<file path="src/hw/hpp_pkg.sv">
// Package of register map, field layout, modes and timing constants for the parallel port
package hpp_pkg;
   localparam int HPP_WIDTH = 16;
   localparam int HPP_PORTS = 2;
   localparam logic [11:0] HPP_OFF_DATA0 = 12'h000;
   localparam logic [11:0] HPP_OFF_CTRL0 = 12'h004;
   localparam logic [11:0] HPP_OFF_DATA1 = 12'h008;
   localparam logic [11:0] HPP_OFF_CTRL1 = 12'h00c;
   localparam logic [11:0] HPP_OFF_DIR0 = 12'h010;
   localparam logic [11:0] HPP_OFF_DIR1 = 12'h014;
   localparam logic [11:0] HPP_OFF_TMO0 = 12'h018;
   localparam logic [11:0] HPP_OFF_TMO1 = 12'h01c;
   localparam logic [11:0] HPP_OFF_ISTAT = 12'h020;
   localparam logic [11:0] HPP_OFF_IEN = 12'h024;
   localparam logic [11:0] HPP_OFF_ICLR = 12'h028;
   localparam logic [11:0] HPP_PORT_STRIDE = 12'h008;
   // Control word fields
   localparam int HPP_CTRL_MODE_LSB = 0;
   localparam int HPP_CTRL_OPEN_BIT = 2;
   localparam int HPP_CTRL_CLOSE_BIT = 3;
   localparam int HPP_CTRL_BUSY_BIT = 4;
   localparam int HPP_CTRL_DONE_BIT = 5;
   localparam int HPP_CTRL_TMO_BIT = 6;
   localparam int HPP_CTRL_FLAG_BIT = 7;
   localparam int HPP_CTRL_OE_BIT = 8;
   localparam int HPP_TMO_WIDTH = 15;
   localparam logic [14:0] HPP_TMO_MAX = 15'h7fff;
   localparam logic [14:0] HPP_TMO_RESET = 15'h7fff;
   // Timeout unit: one wait step lasts this many nanoseconds, 20 clock cycles at the 50 ns clock
   localparam int HPP_TICK_NS = 1000;
   localparam int HPP_CLK_NS = 50;
   localparam int HPP_TICK_CYCLES = (HPP_TICK_NS + HPP_CLK_NS - 1) / HPP_CLK_NS;
   localparam int HPP_IRQ_BITS = 2 * HPP_PORTS;
   typedef enum logic [1:0] {
      HPP_MODE_NONE = 2'b00,
      HPP_MODE_HS_IN = 2'b01,
      HPP_MODE_HS_OUT = 2'b10,
      HPP_MODE_STB_OUT = 2'b11
   } hpp_mode_t;
   typedef enum logic [1:0] {
      HPP_ST_IDLE = 2'b00,
      HPP_ST_WAIT_ACK = 2'b01,
      HPP_ST_WAIT_REL = 2'b10
   } hpp_state_t;
endpackage

</file>
<file path="src/hw/hpp_port.sv">
// One independent 16-bit handshaked parallel port channel
`timescale 1ns/1ps
`default_nettype none
module hpp_port #(
   parameter int WIDTH = hpp_pkg::HPP_WIDTH,
   parameter int TICK_CYCLES = hpp_pkg::HPP_TICK_CYCLES
) (
   input wire logic pclk,
   input wire logic presetn,
   input wire logic open_req,
   input wire logic close_req,
   input wire hpp_pkg::hpp_mode_t mode_in,
   input wire logic [WIDTH-1:0] dir_in,
   input wire logic [hpp_pkg::HPP_TMO_WIDTH-1:0] tmo_in,
   input wire logic data_wr,
   input wire logic [WIDTH-1:0] data_wdata,
   input wire logic data_rd,
   output logic [WIDTH-1:0] out_latch,
   output logic [WIDTH-1:0] in_latch,
   output logic [WIDTH-1:0] dir_mask,
   output hpp_pkg::hpp_mode_t mode,
   output logic is_open,
   output logic busy,
   output logic done_pulse,
   output logic tmo_pulse,
   input wire logic [WIDTH-1:0] port_data_line_i,
   output logic [WIDTH-1:0] port_data_line_o,
   output logic [WIDTH-1:0] port_data_line_oe,
   input wire logic external_flag_in,
   input wire logic output_enable_in_n,
   output logic control_strobe_out,
   output logic direction_indicator_out
);
   import hpp_pkg::*;
   hpp_state_t state;
   logic [HPP_TMO_WIDTH-1:0] tmo_set;
   logic [HPP_TMO_WIDTH-1:0] wait_cnt;
   logic [15:0] tick_cnt;
   logic start;
   logic ack;
   logic rel;
   logic tick;
   // Output transfers start on a data write, input transfers on a data read
   assign start = is_open && (state == HPP_ST_IDLE) && (mode != HPP_MODE_NONE) &&
                  (mode == HPP_MODE_HS_IN ? data_rd : data_wr);
   assign ack = external_flag_in;
   assign rel = !external_flag_in;
   assign tick = (tick_cnt == 16'(TICK_CYCLES - 1));

   // Open programs mode, direction, wait; close returns to power-up state
   always_ff @(posedge pclk or negedge presetn) begin
      if (!presetn) begin
         is_open <= 1'b0;
         mode <= HPP_MODE_NONE;
         dir_mask <= '0;
         tmo_set <= HPP_TMO_RESET;
      end else if (close_req) begin
         is_open <= 1'b0;
         mode <= HPP_MODE_NONE;
         dir_mask <= '0;
         tmo_set <= HPP_TMO_RESET;
      end else if (open_req) begin
         is_open <= 1'b1;
         mode <= mode_in;
         dir_mask <= dir_in;
         tmo_set <= tmo_in;
      end
   end

   // Output latch, readable back, one drives high
   always_ff @(posedge pclk or negedge presetn) begin
      if (!presetn) begin
         out_latch <= '0;
      end else if (close_req) begin
         out_latch <= '0;
      end else if (data_wr && (state == HPP_ST_IDLE)) begin
         out_latch <= data_wdata;
      end
   end

   // Pins driven only on bits set as output, and only while the far end enables
   always_ff @(posedge pclk or negedge presetn) begin
      if (!presetn) begin
         port_data_line_o <= '0;
         port_data_line_oe <= '0;
         direction_indicator_out <= 1'b0;
         in_latch <= '0;
      end else begin
         port_data_line_o <= out_latch;
         port_data_line_oe <= (is_open && !output_enable_in_n) ? dir_mask : '0;
         direction_indicator_out <= is_open && (mode == HPP_MODE_HS_OUT || mode == HPP_MODE_STB_OUT);
         // Input side: in no-handshake mode sample freely; in handshake input mode capture on flag
         if (mode == HPP_MODE_NONE || (state == HPP_ST_WAIT_ACK && ack && mode == HPP_MODE_HS_IN)) begin
            in_latch <= port_data_line_i & ~dir_mask;
         end
      end
   end

   // Wait prescaler runs only during a handshake
   always_ff @(posedge pclk or negedge presetn) begin
      if (!presetn) begin
         tick_cnt <= '0;
      end else if (state == HPP_ST_IDLE || tick) begin
         tick_cnt <= '0;
      end else begin
         tick_cnt <= tick_cnt + 16'h0001;
      end
   end

   // Handshake sequencer; strobe output needs no acknowledge release
   always_ff @(posedge pclk or negedge presetn) begin
      if (!presetn) begin
         state <= HPP_ST_IDLE;
         control_strobe_out <= 1'b0;
         wait_cnt <= '0;
         busy <= 1'b0;
         done_pulse <= 1'b0;
         tmo_pulse <= 1'b0;
      end else begin
         done_pulse <= 1'b0;
         tmo_pulse <= 1'b0;
         case (state)
            HPP_ST_IDLE: begin
               if (close_req) begin
                  control_strobe_out <= 1'b0;
               end else if (start) begin
                  state <= HPP_ST_WAIT_ACK;
                  control_strobe_out <= 1'b1;
                  wait_cnt <= tmo_set;
                  busy <= 1'b1;
               end
            end
            HPP_ST_WAIT_ACK: begin
               if (close_req) begin
                  state <= HPP_ST_IDLE;
                  control_strobe_out <= 1'b0;
                  busy <= 1'b0;
               end else if (ack || mode == HPP_MODE_STB_OUT) begin
                  control_strobe_out <= 1'b0;
                  state <= (mode == HPP_MODE_STB_OUT) ? HPP_ST_IDLE : HPP_ST_WAIT_REL;
                  busy <= (mode != HPP_MODE_STB_OUT);
                  done_pulse <= (mode == HPP_MODE_STB_OUT);
               end else if (tick) begin
                  if (wait_cnt == '0) begin
                     state <= HPP_ST_IDLE;
                     control_strobe_out <= 1'b0;
                     busy <= 1'b0;
                     tmo_pulse <= 1'b1;
                  end else begin
                     wait_cnt <= wait_cnt - 15'h0001;
                  end
               end
            end
            HPP_ST_WAIT_REL: begin
               if (close_req || rel) begin
                  state <= HPP_ST_IDLE;
                  busy <= 1'b0;
                  done_pulse <= !close_req;
               end else if (tick) begin
                  if (wait_cnt == '0) begin
                     state <= HPP_ST_IDLE;
                     busy <= 1'b0;
                     tmo_pulse <= 1'b1;
                  end else begin
                     wait_cnt <= wait_cnt - 15'h0001;
                  end
               end
            end
            default: begin
               state <= HPP_ST_IDLE;
               control_strobe_out <= 1'b0;
               busy <= 1'b0;
            end
         endcase
      end
   end

   a_strobe_clear: assert property (@(posedge pclk) disable iff (!presetn)
      close_req |=> !control_strobe_out && !busy) else $error("close left handshake active");
   a_dir_gate: assert property (@(posedge pclk) disable iff (!presetn)
      (port_data_line_oe & ~$past(dir_mask)) == '0) else $error("input bit driven");
endmodule
`default_nettype wire

</file>
<file path="src/hw/hpp_top.sv">
// APB slave with two handshaked 16-bit parallel ports and an interrupt
//
// Decided for this implementation: the register addresses and the APB interface to the registers.
`timescale 1ns/1ps
`default_nettype none
module hpp_top #(
   parameter int WIDTH = hpp_pkg::HPP_WIDTH,
   parameter int TICK_CYCLES = hpp_pkg::HPP_TICK_CYCLES
) (
   input wire logic pclk,
   input wire logic presetn,
   input wire logic psel,
   input wire logic penable,
   input wire logic pwrite,
   input wire logic [11:0] paddr,
   input wire logic [31:0] pwdata,
   output logic [31:0] prdata,
   output logic pready,
   output logic pslverr,
   output logic irq,
   input wire logic [hpp_pkg::HPP_PORTS*WIDTH-1:0] port_data_line_i,
   output logic [hpp_pkg::HPP_PORTS*WIDTH-1:0] port_data_line_o,
   output logic [hpp_pkg::HPP_PORTS*WIDTH-1:0] port_data_line_oe,
   input wire logic [hpp_pkg::HPP_PORTS-1:0] external_flag_in,
   input wire logic [hpp_pkg::HPP_PORTS-1:0] output_enable_in_n,
   output logic [hpp_pkg::HPP_PORTS-1:0] control_strobe_out,
   output logic [hpp_pkg::HPP_PORTS-1:0] direction_indicator_out
);
   import hpp_pkg::*;
   localparam int NP = HPP_PORTS;
   logic setup;
   logic wr;
   logic rd;
   logic [NP-1:0] open_req;
   logic [NP-1:0] close_req;
   logic [NP-1:0] data_wr;
   logic [NP-1:0] data_rd;
   logic [NP-1:0] busy;
   logic [NP-1:0] is_open;
   logic [NP-1:0] done_pulse;
   logic [NP-1:0] tmo_pulse;
   logic [NP-1:0] dir_wr;
   logic [NP-1:0] tmo_wr;
   logic [WIDTH-1:0] out_latch [NP];
   logic [WIDTH-1:0] in_latch [NP];
   logic [WIDTH-1:0] dir_mask [NP];
   logic [WIDTH-1:0] dir_stage [NP];
   logic [HPP_TMO_WIDTH-1:0] tmo_stage [NP];
   hpp_mode_t mode [NP];
   logic [HPP_IRQ_BITS-1:0] istat;
   logic [HPP_IRQ_BITS-1:0] ien;
   logic [HPP_IRQ_BITS-1:0] ev;
   logic [HPP_IRQ_BITS-1:0] iclr;
   logic [31:0] next_prdata;
   logic next_err;

   // Valid register offset check, used for error decode of both reads and writes
   function automatic logic hpp_mapped(input logic [11:0] a);
      hpp_mapped = (a <= HPP_OFF_ICLR) && (a[1:0] == 2'b00);
   endfunction

   // Single-cycle access: setup then access with pready high
   assign setup = psel && !penable;
   assign wr = psel && penable && pwrite && pready;
   assign rd = psel && penable && !pwrite && pready;
   assign iclr = (wr && paddr == HPP_OFF_ICLR) ? pwdata[HPP_IRQ_BITS-1:0] : '0;

   genvar g;
   generate
      for (g = 0; g < NP; g++) begin : gen_port
         logic [11:0] dbase;
         assign dbase = 12'(g) * HPP_PORT_STRIDE;
         // Each port has a data word and a control word
         assign data_wr[g] = wr && paddr == HPP_OFF_DATA0 + dbase;
         assign data_rd[g] = rd && paddr == HPP_OFF_DATA0 + dbase;
         assign open_req[g] = wr && paddr == HPP_OFF_CTRL0 + dbase && pwdata[HPP_CTRL_OPEN_BIT];
         assign close_req[g] = wr && paddr == HPP_OFF_CTRL0 + dbase && pwdata[HPP_CTRL_CLOSE_BIT];
         assign dir_wr[g] = wr && paddr == HPP_OFF_DIR0 + 12'(g * 4);
         assign tmo_wr[g] = wr && paddr == HPP_OFF_TMO0 + 12'(g * 4);
         assign ev[2*g] = done_pulse[g];
         assign ev[2*g+1] = tmo_pulse[g];

         // Staged settings take effect on the next open
         always_ff @(posedge pclk or negedge presetn) begin
            if (!presetn) begin
               dir_stage[g] <= '0;
               tmo_stage[g] <= HPP_TMO_RESET;
            end else begin
               if (dir_wr[g]) begin
                  dir_stage[g] <= pwdata[WIDTH-1:0];
               end
               if (tmo_wr[g]) begin
                  tmo_stage[g] <= pwdata[HPP_TMO_WIDTH-1:0];
               end
            end
         end

         // Two identical, independent channels
         hpp_port #(.WIDTH(WIDTH), .TICK_CYCLES(TICK_CYCLES)) u_port (
            .pclk(pclk),
            .presetn(presetn),
            .open_req(open_req[g]),
            .close_req(close_req[g]),
            .mode_in(hpp_mode_t'(pwdata[HPP_CTRL_MODE_LSB +: 2])),
            .dir_in(dir_stage[g]),
            .tmo_in(tmo_stage[g]),
            .data_wr(data_wr[g]),
            .data_wdata(pwdata[WIDTH-1:0]),
            .data_rd(data_rd[g]),
            .out_latch(out_latch[g]),
            .in_latch(in_latch[g]),
            .dir_mask(dir_mask[g]),
            .mode(mode[g]),
            .is_open(is_open[g]),
            .busy(busy[g]),
            .done_pulse(done_pulse[g]),
            .tmo_pulse(tmo_pulse[g]),
            .port_data_line_i(port_data_line_i[g*WIDTH +: WIDTH]),
            .port_data_line_o(port_data_line_o[g*WIDTH +: WIDTH]),
            .port_data_line_oe(port_data_line_oe[g*WIDTH +: WIDTH]),
            .external_flag_in(external_flag_in[g]),
            .output_enable_in_n(output_enable_in_n[g]),
            .control_strobe_out(control_strobe_out[g]),
            .direction_indicator_out(direction_indicator_out[g])
         );
      end
   endgenerate

   // Read mux; data word returns output bits from output latch, input bits from input latch
   always_comb begin
      next_prdata = 32'h0000_0000;
      next_err = !hpp_mapped(paddr);
      for (int i = 0; i < NP; i++) begin
         if (paddr == HPP_OFF_DATA0 + 12'(i * 8)) begin
            next_prdata[WIDTH-1:0] = (out_latch[i] & dir_mask[i]) | (in_latch[i] & ~dir_mask[i]);
         end
         if (paddr == HPP_OFF_CTRL0 + 12'(i * 8)) begin
            next_prdata[HPP_CTRL_MODE_LSB +: 2] = mode[i];
            next_prdata[HPP_CTRL_OPEN_BIT] = is_open[i];
            next_prdata[HPP_CTRL_BUSY_BIT] = busy[i];
            next_prdata[HPP_CTRL_DONE_BIT] = istat[2*i];
            next_prdata[HPP_CTRL_TMO_BIT] = istat[2*i+1];
            next_prdata[HPP_CTRL_FLAG_BIT] = external_flag_in[i];
            next_prdata[HPP_CTRL_OE_BIT] = !output_enable_in_n[i];
         end
         if (paddr == HPP_OFF_DIR0 + 12'(i * 4)) begin
            next_prdata[WIDTH-1:0] = dir_stage[i];
         end
         if (paddr == HPP_OFF_TMO0 + 12'(i * 4)) begin
            next_prdata[HPP_TMO_WIDTH-1:0] = tmo_stage[i];
         end
      end
      if (paddr == HPP_OFF_ISTAT) begin
         next_prdata[HPP_IRQ_BITS-1:0] = istat;
      end
      if (paddr == HPP_OFF_IEN) begin
         next_prdata[HPP_IRQ_BITS-1:0] = ien;
      end
   end

   // Answer registered in setup so that outputs come from flip-flops
   always_ff @(posedge pclk or negedge presetn) begin
      if (!presetn) begin
         pready <= 1'b0;
         prdata <= 32'h0000_0000;
         pslverr <= 1'b0;
      end else begin
         pready <= setup;
         prdata <= (setup && !pwrite) ? next_prdata : 32'h0000_0000;
         pslverr <= setup && next_err;
      end
   end

   // Sticky events; a new event beats a same-cycle clear
   always_ff @(posedge pclk or negedge presetn) begin
      if (!presetn) begin
         istat <= '0;
         ien <= '0;
         irq <= 1'b0;
      end else begin
         istat <= (istat & ~iclr) | ev;
         if (wr && paddr == HPP_OFF_IEN) begin
            ien <= pwdata[HPP_IRQ_BITS-1:0];
         end
         irq <= |(((istat & ~iclr) | ev) & ien);
      end
   end

   a_ready_setup: assert property (@(posedge pclk) disable iff (!presetn)
      (psel && !penable) |=> pready) else $error("no ready after setup");
   a_ready_only: assert property (@(posedge pclk) disable iff (!presetn)
      pready |-> $past(psel && !penable)) else $error("ready without setup");
   a_latch_back: assert property (@(posedge pclk) disable iff (!presetn)
      (data_wr[0] && !busy[0]) |=> out_latch[0] == $past(pwdata[WIDTH-1:0])) else $error("latch lost");
   a_pin_high: assert property (@(posedge pclk) disable iff (!presetn)
      data_wr[0] && !busy[0] |=> ##1 port_data_line_o[WIDTH-1:0] == $past(pwdata[WIDTH-1:0], 2)) else $error("pin");
   a_close_passive: assert property (@(posedge pclk) disable iff (!presetn)
      close_req[1] |=> !is_open[1] ##1 port_data_line_oe[2*WIDTH-1:WIDTH] == '0) else $error("close");
   a_open_mode: assert property (@(posedge pclk) disable iff (!presetn)
      (open_req[0] && !close_req[0]) |=> mode[0] == $past(pwdata[1:0]) && is_open[0]) else $error("mode");
   a_sticky_set: assert property (@(posedge pclk) disable iff (!presetn)
      tmo_pulse[1] |=> istat[3]) else $error("event lost");
   // Level follows the status it was built from, one enable update behind
   a_irq_level: assert property (@(posedge pclk) disable iff (!presetn)
      irq == |(istat & $past(ien))) else $error("irq mismatch");
   a_split_ports: assert property (@(posedge pclk) disable iff (!presetn)
      data_wr[0] |=> $stable(out_latch[1])) else $error("ports coupled");
endmodule
`default_nettype wire

</file>
<file path="config.mk">
export PLATFORM = sky130hd
export DESIGN_NAME = hpp_top
export DESIGN_NICKNAME = d
export VERILOG_FILES = /design/src/hw/hpp_pkg.sv /design/src/hw/hpp_port.sv /design/src/hw/hpp_top.sv
export SDC_FILE = /design/constraint.sdc
export NUM_CORES = 1
export LEC_CHECK = 0
export BUFFER_PORTS_ARGS = -buffer_cell sky130_fd_sc_hd__buf_4
export CAP_MARGIN = 20
export CORE_ASPECT_RATIO = 0.6
export CORE_MARGIN = 1.5
export CORE_UTILIZATION = 50
export DETAILED_ROUTE_END_ITERATION = 10
export GPL_ROUTABILITY_DRIVEN = 0
export HOLD_SLACK_MARGIN = 0.15
export PLACE_DENSITY = 0.73
export SLEW_MARGIN = 5
export SYNTH_ARGS = -nofsm -noshare
export SYNTH_HDL_FRONTEND = slang
export SYNTH_SLANG_ARGS = --single-unit
</file>
<file path="constraint.sdc">
create_clock -name pclk -period 2.1 [get_ports pclk]
set_input_delay 0.63 -clock pclk [delete_from_list [all_inputs] [get_ports pclk]]
set_output_delay 0.63 -clock pclk [all_outputs]
set_load 0.01 [all_outputs]
</file>
; ---- Word-level counts from Yosys, hierarchy flattened
; Index checks and enable logic that the tools add are counted.
[totals]
input_bits = 85
output_inout_bits = 103
ff_bits = 361
wordCells = 308
[classes]
n_eq_ne = 40
n_reduce_logical = 83
muxes = 122
magnitude_cmp = 1
bitwise_logic = 16
add_sub_neg = 4
[op_table]
columns = operator, n
row1 = 2-to-1 mux 15 bit, 20
row2 = 2-to-1 mux 16 bit, 17
row3 = bitwise AND 16 bit, 6
row4 = one-hot mux 15 bit (3 select lines), 2
row5 = "== test 12 x 5 -> 1 bit, second input constant", 4
row6 = 2-to-1 mux 1 bit, 46
row7 = logical AND 1 bit, 41
row8 = 2-to-1 mux 2 bit, 20
row9 = "== test 12 x 6 -> 1 bit, second input constant", 3
row10 = "adder 16 x 1 -> 16 bit, second input constant", 2
row11 = "== test 16 x 5 -> 1 bit, second input constant", 2
row12 = inverter 16 bit, 2
row13 = OR 16 bit, 2
row14 = logical NOT 15 bit, 2
row15 = "subtractor 15 x 1 -> 15 bit, second input constant", 2
row16 = "== test 12 x 4 -> 1 bit, second input constant", 2
row17 = "!= test 2 bit, second input constant", 10
row18 = "== test 12 x 3 -> 1 bit, second input constant", 1
row19 = "== test 2 bit, second input constant", 6
row20 = "<= comparator 12 x 6 -> 1 bit, second input constant", 1
row21 = logical NOT 12 bit, 1
row22 = 2-to-1 mux 4 bit, 3
row23 = one-hot mux 1 bit (3 select lines), 4
row24 = one-hot mux 2 bit (3 select lines), 2
row25 = other kinds (21), 65

; ---- Depth between registers and ports, before layout
[depth]
depth_word = 14
depth_mapped = 10
mapped_depth_nobuf = 8

; ---- By module
; From an unflattened synthesis, not the netlist that was laid out.
[hier_totals]
cells_unflattened = 1622
area_unflattened_um2 = 17176.5
[modules_own_cells]
columns = mod, area_per_inst_um2, n_inst, seq_area_each_um2, cells_per_inst
row1 = hpp_port at gen_port[0].u_port, 5987.0, 1, 3422.0, 568
row2 = hpp_port at gen_port[1].u_port, 5916.9, 1, 3422.0, 558
row3 = hpp_top, 5272.6, 1, 2264.7, 496

; ---- Worst setup path before layout
; No wires, ideal clock.
[synth_path]
kind = in2reg
startpoint = input port paddr[5]
endpoint = register dir_stage[10] in the netlist's numbering
required_ns = 1.975
setup_ns = 0.125
arrival_ns = 2.403
path_buffers = 3
cell_stages = 8
slack_ns = -0.428
cell_sequence = buf_2 > or4b_1 > buf_2 > nor2_4 > nand2_1 > nor2_4 > buf_6 > mux2_2
[synth_between]
elab_chain_len = 2
[synth_lines]
columns = item, line
row1 = from (decl), hpp_top.sv:15  ; input wire logic [11:0] paddr,
row2 = == test 12 x 5 -> 1 bit, hpp_top.sv:78  ; assign dir_wr[g] = wr && paddr == HPP_OFF_DIR0 + 12'(g * 4);
row3 = logical AND 1 bit, hpp_top.sv:78
row4 = "to (signal, indexed assignment)", hpp_top.sv:90  ; dir_stage[g] <= pwdata[WIDTH-1:0];
row5 = to (decl), hpp_top.sv:47  ; logic [WIDTH-1:0] dir_stage [NP];
; No other way between the ends.
; A chain may end at the register's enable or synchronous reset.

; ---- Worst setup path after layout
[layout_path]
startpoint = input port paddr[4]
endpoint = register gen_port[0].u_port.wait_cnt[13]
[layout_between]
elab_chain_len = 6
word_cells_on_any_way = 14
cone_classes = 5 x eq/ne / 1 x mux / 8 x reduce/logical
[layout_lines]
columns = item, line
row1 = logical NOT 12 bit / == test 12 x 3 -> 1 bit (equally long branches), "hpp_top.sv:74, hpp_top.sv:75, hpp_top.sv:77"
row2 = "logical AND 1 bit, on equally long branches", "hpp_top.sv:74, hpp_top.sv:75, hpp_top.sv:77"
row3 = 2-to-1 mux 1 bit / logical AND 1 bit (equally long branches), "hpp_port.sv:45, hpp_top.sv:77"
row4 = logical AND 1 bit / logical OR 1 bit (equally long branches), "hpp_port.sv:44, hpp_port.sv:155"
row5 = != test 2 x 1 -> 1 bit (no line) / != test 2 bit (equally long branches), n/a
row6 = AND reduction 6 bit (no line) *, n/a
row7 = to (signal assigned), hpp_port.sv:129  ; wait_cnt <= tmo_set;
row8 = to (signal assigned), hpp_port.sv:150  ; wait_cnt <= wait_cnt - 15'h0001;
row9 = to (signal assigned), hpp_port.sv:165  ; wait_cnt <= wait_cnt - 15'h0001;
row10 = to (decl), hpp_port.sv:37  ; logic [HPP_TMO_WIDTH-1:0] wait_cnt;
; Mark *: on every way between the ends. The rest lies on a longest branch, timed or not.

==> impl.org <==
** Run status
- The flow ran to the end, but the final reports show violations.
- Violations in the final reports :: setup timing

** Clock network
- The later pin in the worst-skew pair is clocked with a latency of 0.53 ns.
- Total CTS buffers :: 36
- Clock tree from TritonCTS :: done
- In this run the clock root is driven by a clkbuf_16.
- CTS saw 361 sinks.
- Register clock-pin slew on the reported worst setup and hold paths :: 0.06 ns
- Counting along the longest clock path gives a buffer depth of 3.
- The H-tree generated during clock tree synthesis spans 2 levels.

** Final layout
- 0 antenna diodes ended up in the layout.
- At the end of the flow the core is filled with cells to 66.21%.
- Leaving out fill and tap cells, the most frequent cells in the layout are buf_4, dfrtp_1, nand2_1.
- Design Area, Final :: 0.02163 sq mm
- Filler Cells Inserted :: 2530
- The library cell used most frequently in the layout, excluding fill and tap cells, is buf_4.
- Fraction of final layout cells sized beyond drive strength 1 :: 34.63%
- After the last flow step, the layout net total stands at 2022.
- Area growth from synthesis to layout :: 29.55%

** Detailed routing
- After detailed routing, the total wire length is 51340 um.
- For this run, the detailed router's first-pass iteration total came to 6.
- Average via count per standard cell :: 5.872
- DRT antenna net count :: 0
- Wire length per cell after detailed routing :: 21.40 um
- Vias after detailed routing :: 14087
- Count of routing violations after the opening detailed-route iteration :: 1673
- In the routed design, unresolved DRC markers number 0.

** Logic synthesis
- Count of distinct cell types in the synthesized netlist :: 81
- Cell count after synthesis :: 1602
- The synthesized design contains 0 enable-type register cells.
- After synthesis, the cell types taking the most area are dfrtp_1, dfstp_2, mux2_2, nand2_1, nor2_1.
- Mean instance size in the synthesized netlist :: 10.42 sq um
- Predominant post-synthesis flop cell :: dfrtp_1
- The largest total area in the synthesized netlist belongs to dfrtp_1.
- Number of flip-flops and latches in the synthesized netlist :: 361
- Synth Cell Area :: 0.01670 sq mm
- The synthesized design devotes to its leading area cell type 45.11% of total area.
- The share of the Yosys chip area taken by registers is 54.55%.
- For this run, the number of Yosys warnings is 0.
- Async SR Flop Fraction :: 100.0%

** Setup path
- Worst Setup Start Kind :: input port
- STA classifies the critical path endpoint as a flop.
- Max FO, Critical Path :: 6
- Ordered list of cells on the worst path :: buf_4 -> buf_4 -> nor4_4 -> buf_4 -> o2111ai_1 -> o21ai_2 -> nor3b_4 -> buf_4 -> clkbuf_16 -> buf_4 -> a22o_1
- The critical path is of the in2reg type.
- The most numerous cell type found on the critical path is buf_4.
- The largest single stage delay on the critical path is 0.38 ns.
- On the critical path, the stage with the largest delay is an instance of nor4_4.
- At the worst endpoint, the arrival time is 2.60 ns.
- STA puts the critical path data required time at 2.51 ns.

** Power
- Summed over all cells, the static leakage comes to 9.778 nW.
- For this design the ratio of total power to cell area is 639.8 mW/mm^2.
- The worst-case IR drop observed on VDD is 447.5 uV.

** Timing
- Derived from the worst setup path, the maximum achievable clock frequency is 456.8 MHz.
- Minimum clock period :: 2.189 ns
- For the pin with the worst max-slew slack, the measured transition is 0.5956 ns.
- The final hold violation count was 0.
- The worst pin sits at a relative slew slack of 60.20%.
- Period utilization :: 104.2%
- In the post-route analysis, the smallest setup slack over all paths is -0.08923 ns.
- Setup tns final :: -0.4140 ns
- Setup violations remaining at the end of the flow were counted as 12.
- Max Slew Vio Count :: 0
- Max Clock Skew :: 0.02124 ns
- Unrepaired setup endpoints after global routing :: yes

** Floorplan
- Initial cell density of the core :: 51.11%
- Boundary pin count :: 188
- The floorplan step set the die height to 144.6 um.
- From left edge to right edge, the die measures 238.9 um.
- Core area :: 0.03267 sq mm
- Die Area :: 0.03454 sq mm
- Placement Rows :: 51

** Placed design
- The wire-length estimate of the detail-placed layout is 36360 um.
- The placed instances occupy a cell area of 0.01998 sq mm.
- Port buffering added 155 buffers.

** GRT
- Via count of the first global-routing pass :: 13805
- The first global-routing pass estimated 77560 um of wire.
- Global routing consumed, over all layers together, 29.37% of the routing resources.
- The total overflow left after global routing is 0.
- Maximum number of pins on one net before global-route repair :: 77
- The number of antenna violations at the first check in global routing came to 1.

** Hold path
- The worst hold path belongs to the class in2reg.

** Job
- Number of max-cap violations :: 0
## through the flow
| step | worst slack, ns | power, mW | hold slack [ns] | instances |
|---|---|---|---|---|
| CTS | 0.001277 | 13.91 | 0.3020 | 2383 |
| detailed placement | -0.6683 | 7.836 | 0.3863 | 2318 |
| global route | -0.1460 | 14.27 | 0.3111 | 2399 |
| floorplan | -0.3385 | 7.376 | 0.3344 | 1617 |
| global placement | -0.6975 | 7.823 | 0.3855 | 2318 |
| finish | -0.08923 | 13.84 | 0.3204 | 2399 |
## cell usage after synthesis (all sizes together) (5+ instances only)
master	count
a211oi	11
o21ai	123
and2	43
and3	23
xor2	21
a221oi	6
inv	37
buf	57
nand2b	6
nand3b	34
nor4	13
xnor2	7
nor3	27
a21oi	73
ha	12
nand4	13
nor3b	6
mux2	70
dfstp	60
nand3	28
dfrtp	301
mux2i	45
a2bb2oi	10
o31ai	5
a22o	25
nor2b	10
nand2	207
nor4b	12
o22ai	27
a31oi	8
o211ai	5
a21o	11
clkbuf	56
a222oi	5
or4	5
nor2	152
## cells by family (layout without fill, tap and decap cells)
family,after synthesis,count (layout),share of synthesized area [%]
and+or+nand+nor,594,594,18.25
DFF,361,361,54.55
AOI/OAI and AO/OA,340,340,12.96
buffers and inverters,151,483,4.429
muxes,115,115,7.419
xor gates and xnor gates,28,28,1.469
adders and majority gates,12,12,0.8992
other,1,16,0.02246
## registers in the layout, summed over array words and instances (netlist names), 30 cells and up
signal and count:
gen_port.u_port.port_data_line_o 32, gen_port.u_port.wait_cnt 30, gen_port.u_port.tmo_set 30, gen_port.u_port.out_latch 32, tmo_stage 30, gen_port.u_port.port_data_line_oe 32
gen_port.u_port.dir_mask 32, gen_port.u_port.tick_cnt 32, dir_stage 32, gen_port.u_port.in_latch 32
## power breakdown
part / total, mW / switching (mW) / internal (mW)
logic: 0.714 / 0.446 / 0.268
registers: 7.02 / 0.0207 / 7.00
clock network: 6.11 / 2.69 / 3.42
total: 13.8 / 3.15 / 10.7
## layout make-up
| type | count | area (sq um) | share of cell area, % |
|---|---|---|---|
| clock buffer | 53 | 1036 | 4.789 |
| clock inverter | 9 | 52.55 | 0.2429 |
| inverter | 38 | 142.6 | 0.6594 |
| multi-input combinational | 1105 | 7475 | 34.55 |
| sequential | 361 | 9110 | 42.11 |
| tap | 450 | 563.0 | 2.603 |
| timing repair buffer | 383 | 3253 | 15.04 |
## final timing paths
check | startpoint | endpoint | slack (ns) | depth (start not counted)
min | penable | pready | 0.32 | 2
min in group asynchronous | presetn | dir_stage[18] | 0.59 | 2
min reg2reg | gen_port[0].u_port.out_latch[6] | gen_port[0].u_port.port_data_line_o[6] | 0.42 | 0
max | paddr[4] | gen_port[0].u_port.wait_cnt[13] | -0.09 | 11
max reg2reg | gen_port[0].u_port.wait_cnt[3] | gen_port[0].u_port.wait_cnt[13] | -0.09 | 8
max in group asynchronous | presetn | gen_port[1].u_port.port_data_line_oe[0] | 0.69 | 3
## per-layer routing
metal	vias to the layer above	part of all wire, %	wire, um	GRT usage [%]
met5	-	0.14	73	1.732
met2	682	43	22190	42.70
li1	6247	-	-	-
met3	86	10	5142	7.597
met1	7070	44	22800	42.96
met4	2	2.2	1144	8.561
## worst max-delay path: cells and delay by family
kind / cells / cell delay [ns]
simple gates: 2 / 0.46
buf+inv: 6 / 0.95
compound gates: 3 / 0.56
## repair_timing
item                                   4_1_cts  5_1_grt
endpoints found under the hold margin       18        0
setup endpoints to repair                   28       38
gates resized for setup                     14       59
gates cloned                                 0        5
hold buffers                                 1        0
buffers inserted                             2       11
pin swaps                                    2       15
Power figures use the tool's default switching activity.
